<file path="src/plcr_pkg.sv">
package plcr_pkg;
   // ------------------------------------------------------------
   // register offsets
   // ------------------------------------------------------------
   localparam logic [11:0] PLCR_CFG_UPPER_OFS = 12'h530;
   localparam logic [11:0] PLCR_STATE_CTRL_OFS = 12'h540;
   localparam logic [11:0] PLCR_PRBS_SEED_OFS = 12'h55c;
   // ------------------------------------------------------------
   // field positions and reset values
   // ------------------------------------------------------------
   localparam int PLCR_ISCC_BIT = 14;
   localparam int PLCR_RETRAIN_BIT = 31;
   localparam logic PLCR_ISCC_RST_DSP = 1'h0;
   localparam logic PLCR_ISCC_RST_OTHER = 1'h1;
   localparam logic [15:0] PLCR_SEED_RST = 16'hffff;
   // ------------------------------------------------------------
   // timing
   // ------------------------------------------------------------
   localparam int PLCR_CLK_HZ = 40000000;
   localparam int PLCR_RETRAIN_DELAY_US = 1000;
   localparam int PLCR_RETRAIN_DELAY_CYC =
      (PLCR_CLK_HZ / 1000000) * PLCR_RETRAIN_DELAY_US;
   // ------------------------------------------------------------
   // retrain sequencer states
   // ------------------------------------------------------------
   typedef enum logic [1:0] {
      PLCR_IDLE = 2'b00,
      PLCR_CPL = 2'b01,
      PLCR_WAIT = 2'b10,
      PLCR_FIRE = 2'b11
   } plcr_rt_state_t;
endpackage

</file>
<file path="src/plcr_prbs_if.sv">
`timescale 1ns/100ps
interface plcr_prbs_if;
   logic [15:0] seed;
   logic load;
   logic step;
   logic [15:0] value;
   modport ctrl (output seed, output load, output step, input value);
   modport gen (input seed, input load, input step, output value);
endinterface

</file>
<file path="src/plcr_prbs_gen.sv">
`timescale 1ns/100ps
module plcr_prbs_gen
   import plcr_pkg::*;
(
   // clock and reset
   input wire logic clk_i,
   input wire logic rst_n_i,
   // control
   plcr_prbs_if.gen pif
);
   typedef struct packed {
      logic [15:0] lfsr;
   } plcr_gen_state_t;
   plcr_gen_state_t st, next_st;
   always_comb begin
      next_st = st;
      // reload wins over stepping so restart starts at the seed
      if (pif.load) begin
         next_st.lfsr = pif.seed;
      end else if (pif.step) begin
         next_st.lfsr = {st.lfsr[14:0],
            st.lfsr[15] ^ st.lfsr[14] ^ st.lfsr[12] ^ st.lfsr[3]};
      end
   end
   always_ff @(posedge clk_i or negedge rst_n_i) begin
      if (!rst_n_i) begin
         st.lfsr <= PLCR_SEED_RST;
      end else begin
         st <= next_st;
      end
   end
   assign pif.value = st.lfsr;
endmodule

</file>
<file path="src/plcr_top.sv">
`timescale 1ns/100ps
// How it works
// - with the speed change control at 0 the port asks for a gen2 speed change on its first entry to L0 from detect, if gen2 is allowed.
// - with the control at 1 no automatic gen2 change is made and the port stays at gen1.
// - the control resets to 0 on a downstream port and 1 otherwise and survives soft resets.
// - writing one to the retrain bit forces the training state machine into detect.
// - the retrain bit always reads as zero.
// - the completion of the triggering write goes out before the retrain acts.
// - on an upstream port the retrain acts 1 ms after the write and after the completion.
// - a 16-bit soft-sticky seed resetting to all ones feeds the crosslink prbs generator.
// - any change of the seed reloads the prbs counter and restarts it.
module plcr_top
   import plcr_pkg::*;
#(
   parameter int RETRAIN_DELAY_CYC = PLCR_RETRAIN_DELAY_CYC
) (
   // clock and reset
   input wire logic clk_i,
   input wire logic rst_n_i,
   input wire logic sticky_rst_n_i,
   // port mode
   input wire logic downstream_i,
   input wire logic upstream_i,
   // register port
   input wire logic [11:0] addr_i,
   input wire logic [31:0] wdata_i,
   input wire logic wr_i,
   input wire logic rd_i,
   output logic [31:0] rdata_o,
   // completion handshake
   output logic cpl_req_o,
   input wire logic cpl_sent_i,
   // link state
   input wire logic l0_from_detect_i,
   input wire logic gen2_allowed_i,
   input wire logic prbs_step_i,
   output logic speed_change_o,
   output logic force_detect_o,
   output logic [15:0] prbs_o
);
   // ------------------------------------------------------------
   // state
   // ------------------------------------------------------------
   // sticky fields sit apart so a port reset leaves them alone
   typedef struct packed {
      logic mode_seen;
      logic iscc;
      logic [15:0] seed;
   } plcr_sticky_t;
   typedef struct packed {
      logic seeded;
      logic [31:0] rdata;
      logic first_l0_done;
      logic speed_change;
      logic force_detect;
      plcr_rt_state_t rt;
      logic [31:0] cnt;
   } plcr_state_t;
   plcr_sticky_t sk, next_sk;
   plcr_state_t st, next_st;
   plcr_prbs_if pif();
   logic wr_cfg, wr_state, wr_seed;
   logic ready;
   assign wr_cfg = wr_i && addr_i == PLCR_CFG_UPPER_OFS;
   assign wr_state = wr_i && addr_i == PLCR_STATE_CTRL_OFS;
   assign wr_seed = wr_i && addr_i == PLCR_PRBS_SEED_OFS;
   // ------------------------------------------------------------
   // next state
   // ------------------------------------------------------------
   always_comb begin
      next_sk = sk;
      next_st = st;
      next_st.seeded = 1'b1;
      next_st.speed_change = 1'b0;
      next_st.force_detect = 1'b0;
      // strap sampled after release; async reset loads constants only
      if (!sk.mode_seen) begin
         next_sk.mode_seen = 1'b1;
         next_sk.iscc = downstream_i ? PLCR_ISCC_RST_DSP
            : PLCR_ISCC_RST_OTHER;
      end
      if (wr_cfg) begin
         next_sk.iscc = wdata_i[PLCR_ISCC_BIT];
      end
      if (wr_seed) begin
         next_sk.seed = wdata_i[15:0];
      end
      // read decode
      next_st.rdata = 32'h0;
      if (rd_i && addr_i == PLCR_CFG_UPPER_OFS) begin
         next_st.rdata[PLCR_ISCC_BIT] = sk.iscc;
      end else if (rd_i && addr_i == PLCR_STATE_CTRL_OFS) begin
         next_st.rdata = 32'h0;
      end else if (rd_i && addr_i == PLCR_PRBS_SEED_OFS) begin
         next_st.rdata[15:0] = sk.seed;
      end
      // one-shot speed change after the first detect-to-L0
      if (l0_from_detect_i && !st.first_l0_done) begin
         next_st.first_l0_done = 1'b1;
         // gen1 kept when the control is set
         next_st.speed_change = !sk.iscc && gen2_allowed_i;
      end
      // retrain sequencer
      case (st.rt)
         PLCR_IDLE: begin
            if (wr_state && wdata_i[PLCR_RETRAIN_BIT]) begin
               next_st.rt = PLCR_CPL;
               next_st.cnt = 32'h0;
            end
         end
         PLCR_CPL: begin
            // retrain never races ahead of its completion
            if (st.cnt < 32'(RETRAIN_DELAY_CYC)) begin
               next_st.cnt = st.cnt + 32'h1;
            end
            if (cpl_sent_i) begin
               next_st.rt = upstream_i ? PLCR_WAIT : PLCR_FIRE;
            end
         end
         PLCR_WAIT: begin
            if (st.cnt >= 32'(RETRAIN_DELAY_CYC) - 32'h1) begin
               next_st.rt = PLCR_FIRE;
            end else begin
               next_st.cnt = st.cnt + 32'h1;
            end
         end
         PLCR_FIRE: begin
            next_st.force_detect = 1'b1;
            next_st.first_l0_done = 1'b0;
            next_st.rt = PLCR_IDLE;
         end
         default: begin
            next_st.rt = PLCR_IDLE;
         end
      endcase
   end
   // ------------------------------------------------------------
   // registers
   // ------------------------------------------------------------
   // sticky fields only clear on the sticky reset
   always_ff @(posedge clk_i or negedge sticky_rst_n_i) begin
      if (!sticky_rst_n_i) begin
         sk.mode_seen <= 1'b0;
         sk.iscc <= PLCR_ISCC_RST_OTHER;
         sk.seed <= PLCR_SEED_RST;
      end else begin
         sk <= next_sk;
      end
   end
   // a port reset reloads the generator from the kept seed next cycle
   always_ff @(posedge clk_i or negedge rst_n_i) begin
      if (!rst_n_i) begin
         st.seeded <= 1'b0;
         st.rdata <= 32'h0;
         st.first_l0_done <= 1'b0;
         st.speed_change <= 1'b0;
         st.force_detect <= 1'b0;
         st.rt <= PLCR_IDLE;
         st.cnt <= 32'h0;
      end else begin
         st <= next_st;
      end
   end
   // ------------------------------------------------------------
   // prbs generator
   // ------------------------------------------------------------
   assign ready = sk.mode_seen && st.seeded;
   assign pif.seed = wr_seed ? wdata_i[15:0] : sk.seed;
   assign pif.load = wr_seed || !ready;
   assign pif.step = prbs_step_i;
   plcr_prbs_gen u_gen (
      .clk_i(clk_i),
      .rst_n_i(rst_n_i),
      .pif(pif)
   );
   // ------------------------------------------------------------
   // outputs
   // ------------------------------------------------------------
   assign rdata_o = st.rdata;
   assign cpl_req_o = st.rt == PLCR_CPL;
   assign speed_change_o = st.speed_change;
   assign force_detect_o = st.force_detect;
   assign prbs_o = pif.value;
endmodule
</file>
<file path="config.mk">
export PLATFORM = sky130hd
export DESIGN_NAME = plcr_top
export DESIGN_NICKNAME = d
export VERILOG_FILES = /design/src/plcr_pkg.sv /design/src/plcr_prbs_if.sv /design/src/plcr_prbs_gen.sv /design/src/plcr_top.sv
export SDC_FILE = /design/constraint.sdc
export NUM_CORES = 1
export LEC_CHECK = 0
export ABC_AREA = 1
export BUFFER_PORTS_ARGS = -buffer_cell sky130_fd_sc_hd__buf_2
export CAP_MARGIN = 20
export CORE_UTILIZATION = 50
export DETAILED_ROUTE_END_ITERATION = 12
export PLACE_DENSITY = 0.76
export SYNTH_ARGS = -nofsm -noshare
export SYNTH_HDL_FRONTEND = slang
export SYNTH_SLANG_ARGS = --single-unit
export TNS_END_PERCENT = 10
</file>
<file path="constraint.sdc">
create_clock -name clk_i -period 1.8 [get_ports clk_i]
set_input_delay 0.36 -clock clk_i [delete_from_list [all_inputs] [get_ports clk_i]]
set_output_delay 0.36 -clock clk_i [all_outputs]
set_load 0.005 [all_outputs]
</file>
==> flow_results.xml <==
<?xml version="1.0" encoding="UTF-8"?>
<metrics>
  <group name="outcome">
    <metric name="status" unit="">finished, violations left</metric>
    <metric name="violated_checks" unit="">negative hold slack</metric>
  </group>
  <group name="synthesis">
    <metric name="synth.top_cells.by_count" unit="">sky130_fd_sc_hd__nand2_1, sky130_fd_sc_hd__nor2_1, sky130_fd_sc_hd__inv_1</metric>
    <metric name="synth_edf_count" unit="">0</metric>
    <metric name="syn_avg_cell_area" unit="µm²">7.277</metric>
    <metric name="postSynth.topFlopCell" unit="">sky130_fd_sc_hd__dfrtp_1</metric>
    <metric name="sequential_share_of_the_synthesized_area" unit="%">42.06</metric>
    <metric name="yosys.cell_types.count" unit="">33</metric>
    <metric name="syn_area" unit="µm²">5334</metric>
    <metric name="yosys.cell_count.top_type" unit="">sky130_fd_sc_hd__nand2_1</metric>
    <metric name="synthArstFlopShare" unit="%">100.0</metric>
    <metric name="synth_cells" unit="">733</metric>
    <metric name="portion_of_synthesized_cell_area_occupied_by_the_leading_cell_type" unit="%">25.80</metric>
    <metric name="ys_top_cells_by_area" unit="">sky130_fd_sc_hd__dfrtp_1, sky130_fd_sc_hd__dfstp_2, sky130_fd_sc_hd__nand2_1</metric>
    <metric name="synth.yosys.warnings" unit="">0</metric>
    <metric name="postSynthRegisterBits" unit="">88</metric>
    <metric name="yosysTopAreaCell" unit="">sky130_fd_sc_hd__dfrtp_1</metric>
  </group>
  <group name="final_layout">
    <metric name="fraction_of_final_layout_cells_sized_beyond_drive_strength_1" unit="%">24.63</metric>
    <metric name="post_layout_nonfiller_instances" unit="">952</metric>
    <metric name="finalCoreUtilization" unit="%">59.64</metric>
    <metric name="synthToLayoutAreaGrowth" unit="%">15.44</metric>
    <metric name="nets" unit="">872</metric>
    <metric name="postLayoutCellArea" unit="µm²">6157</metric>
    <metric name="antennaDiodeCount" unit="">0</metric>
    <metric name="filler_cell_count" unit="">945</metric>
  </group>
  <group name="hold_path">
    <metric name="hold_class" unit="">input pin to asynchronous set/reset pin</metric>
  </group>
  <group name="cts">
    <metric name="clock_latency" unit="ns">0.36</metric>
    <metric name="htree_num_levels" unit="">3</metric>
    <metric name="cts_made_buffers" unit="">9</metric>
    <metric name="clkTransAtPathRegs" unit="ns">0.09</metric>
    <metric name="cts.sink_count" unit="">88</metric>
    <metric name="clock_tree_from_tritoncts" unit="">yes</metric>
    <metric name="cts-root-buf" unit="">sky130_fd_sc_hd__clkbuf_8</metric>
    <metric name="cts.path.max_buffers" unit="">2</metric>
  </group>
  <group name="grt">
    <metric name="grt_pass1_wl" unit="µm">20520</metric>
    <metric name="combined_global_route_utilization_of_all_metal_layers" unit="%">22.86</metric>
    <metric name="grt.overflow.total" unit="">0</metric>
    <metric name="grt_pass1_vias" unit="">4609</metric>
    <metric name="antenna_found_initial" unit="">0</metric>
    <metric name="grt_max_degree" unit="">71</metric>
  </group>
  <group name="die">
    <metric name="initial_util" unit="%">51.67</metric>
    <metric name="pin_count" unit="">106</metric>
    <metric name="floorplan.rows" unit="">37</metric>
    <metric name="dieWidth" unit="µm">105.3</metric>
    <metric name="die_area" unit="µm²">11080</metric>
    <metric name="core_region_area" unit="µm²">10320</metric>
    <metric name="die_height" unit="µm">105.3</metric>
  </group>
  <group name="critical_path">
    <metric name="worst_setup_path_start_kind" unit="">flip-flop</metric>
    <metric name="reg2reg_depth" unit="">8</metric>
    <metric name="critical_path_class" unit="">flip-flop to flip-flop</metric>
    <metric name="startpoint_of_the_lowest_slack_register_to_register_path" unit="">st[27]</metric>
    <metric name="critical_path_depth" unit="">8</metric>
    <metric name="path_max_fanout" unit="">16</metric>
    <metric name="path_cells" unit="">nor2_1, nand3_1, a21oi_2, nand3_2, a21oi_4, clkbuf_16, nand3_1, nand2_1</metric>
    <metric name="critical_path_buf_inv_count" unit="">1</metric>
    <metric name="cp_data_required_time" unit="ns">2.11</metric>
    <metric name="arrival" unit="ns">2.02</metric>
    <metric name="crit_slowest_cell" unit="">sky130_fd_sc_hd__dfrtp_1</metric>
    <metric name="critical_path.most_common_cell" unit="">sky130_fd_sc_hd__nand3_1</metric>
    <metric name="cp-startpoint" unit="">st[27]</metric>
    <metric name="end_kind" unit="">flip-flop</metric>
    <metric name="critical_path.top_delay_family" unit="">simple AND/OR/NAND/NOR gates</metric>
    <metric name="crit_path_max_incr_delay" unit="ns">0.45</metric>
  </group>
  <group name="sta">
    <metric name="whs" unit="ns">-0.01361</metric>
    <metric name="finalSetupViolCount" unit="">0</metric>
    <metric name="hold_violations" unit="">6</metric>
    <metric name="unrepaired_setup_endpoints_after_global_routing" unit="">true</metric>
    <metric name="timing.final.crit_period" unit="ns">1.717</metric>
    <metric name="fraction_of_the_cycle_the_final_worst_path_needs" unit="%">95.38</metric>
    <metric name="maxSlewViolCount" unit="">0</metric>
    <metric name="clock.fmax" unit="MHz">582.4</metric>
    <metric name="worst_clock_skew" unit="ns">0.009725</metric>
    <metric name="setup_tns" unit="ns">0</metric>
  </group>
  <group name="power_and_ir_drop">
    <metric name="power-per-cell-area" unit="nW/µm²">920.0</metric>
    <metric name="ir_worst_vdd" unit="mV">0.6039</metric>
    <metric name="cellLeakagePower" unit="nW">3.133</metric>
  </group>
  <group name="detailed_routing">
    <metric name="drc_violation_total_after_the_first_tritonroute_iteration" unit="">299</metric>
    <metric name="via_per_inst" unit="">4.987</metric>
    <metric name="via_count" unit="">4748</metric>
    <metric name="drt_pre_antenna_iters" unit="">5</metric>
    <metric name="post-route-drc-count" unit="">0</metric>
    <metric name="wl_per_cell" unit="µm">13.08</metric>
    <metric name="drtAntennaViolNets" unit="">0</metric>
    <metric name="drt-total-wl" unit="µm">12450</metric>
  </group>
  <group name="place">
    <metric name="finalWeightedCongestion" unit="">0.9204</metric>
    <metric name="dp_hpwl" unit="µm">8754</metric>
    <metric name="place.port_buffers" unit="">74</metric>
    <metric name="dpl.cell_count" unit="">930</metric>
    <metric name="placed_cell_area" unit="µm²">5828</metric>
  </group>
  <group name="job">
    <metric name="cap_violations" unit="">0</metric>
  </group>
</metrics>
## path summary, 6_finish.rpt
kind	slack [ns]	to
min reg2reg	0.45	speed_change_o
max in group asynchronous	1.02	sk[16]
max reg2reg	0.08	st[25]
min	-0.01	st[10]
max	0.08	st[25]
min in group clk_i	0.21	speed_change_o
## where the power goes
group / internal [W] / total (W) / switching, W
logic: 0.000781 / 0.00206 / 0.00128
registers: 0.00207 / 0.00214 / 0.0000661
clock network: 0.000702 / 0.00147 / 0.000766
total: 0.00355 / 0.00566 / 0.00211
## per-stage QoR
| stage | total power [W] | setup WS (ns) |
|---|---|---|
| after floorplan | 0.003431 | 0.1763 |
| after global placement | 0.003796 | 0.06430 |
| after detailed placement | 0.003873 | 0.002176 |
| after CTS | 0.005343 | 0.05537 |
| after global routing | 0.005935 | -0.02673 |
| final | 0.005664 | 0.08310 |
## flip-flops by register name, indices dropped and copies added (netlist names)
| signal | flops |
|---|---|
| sk | 18 |
| st | 36 |
| u_gen.pif.value | 16 |
| rdata_o | 16 |
| force_detect_o | 1 |
| speed_change_o | 1 |
## kinds of logic after synthesis
logic type / after synthesis / synth area share (%)
AOI/OAI and AO/OA: 45 / 4.645
DFF: 88 / 42.06
xor gates and xnor gates: 15 / 2.463
muxes: 11 / 2.322
other: 2 / 0.1408
buffers and inverters: 134 / 12.78
adders and majority gates: 6 / 1.407
and+or+nand+nor: 432 / 34.18
## what timing repair did
action,CTS,global route
setup buffers,0,3
resized for setup,0,13
setup endpoints to repair,0,32
hold buffers,1,0
endpoints found under the hold margin,1,0
## placed cells by master (no fill, tap or decap), types with 2 or more instances in the layout
master,n
sky130_fd_sc_hd__dfrtp_1,53
sky130_fd_sc_hd__xor2_1,9
sky130_fd_sc_hd__buf_12,7
sky130_fd_sc_hd__nand2_1,216
sky130_fd_sc_hd__nor3_1,7
sky130_fd_sc_hd__nor2_1,115
sky130_fd_sc_hd__inv_2,3
sky130_fd_sc_hd__ha_2,2
sky130_fd_sc_hd__xnor2_1,6
sky130_fd_sc_hd__dfrtp_2,2
sky130_fd_sc_hd__conb_1,18
sky130_fd_sc_hd__ha_1,4
sky130_fd_sc_hd__dfstp_2,33
sky130_fd_sc_hd__nor2_2,9
sky130_fd_sc_hd__nand4_1,2
sky130_fd_sc_hd__clkbuf_16,2
sky130_fd_sc_hd__mux2_2,11
sky130_fd_sc_hd__clkinv_4,3
sky130_fd_sc_hd__clkbuf_8,10
sky130_fd_sc_hd__nand2_2,6
sky130_fd_sc_hd__nor3_2,10
sky130_fd_sc_hd__a21oi_1,16
sky130_fd_sc_hd__buf_2,74
sky130_fd_sc_hd__o21ai_0,24
sky130_fd_sc_hd__buf_4,21
sky130_fd_sc_hd__inv_1,77
sky130_fd_sc_hd__nand3_1,61
## per-layer routing
layer,vias up,routed length [µm],global-route usage [%]
met2,147,6069,39.38
met1,2205,5396,28.54
li1,2368,-,-
met4,0,225,7.143
met3,28,761,5.009
met5,-,0,0
## cell type report
type / count / area [µm²] / area share [%]
Clock buffer: 10 / 137.6 / 2.235
Multi-Input combinational cell: 527 / 2499 / 40.58
Inverter: 80 / 300.3 / 4.877
Clock inverter: 6 / 76.32 / 1.240
Timing Repair Buffer: 105 / 728.2 / 11.83
Tap cell: 136 / 170.2 / 2.764
Sequential cell: 88 / 2246 / 36.48
Power figures use the tool's default switching activity.
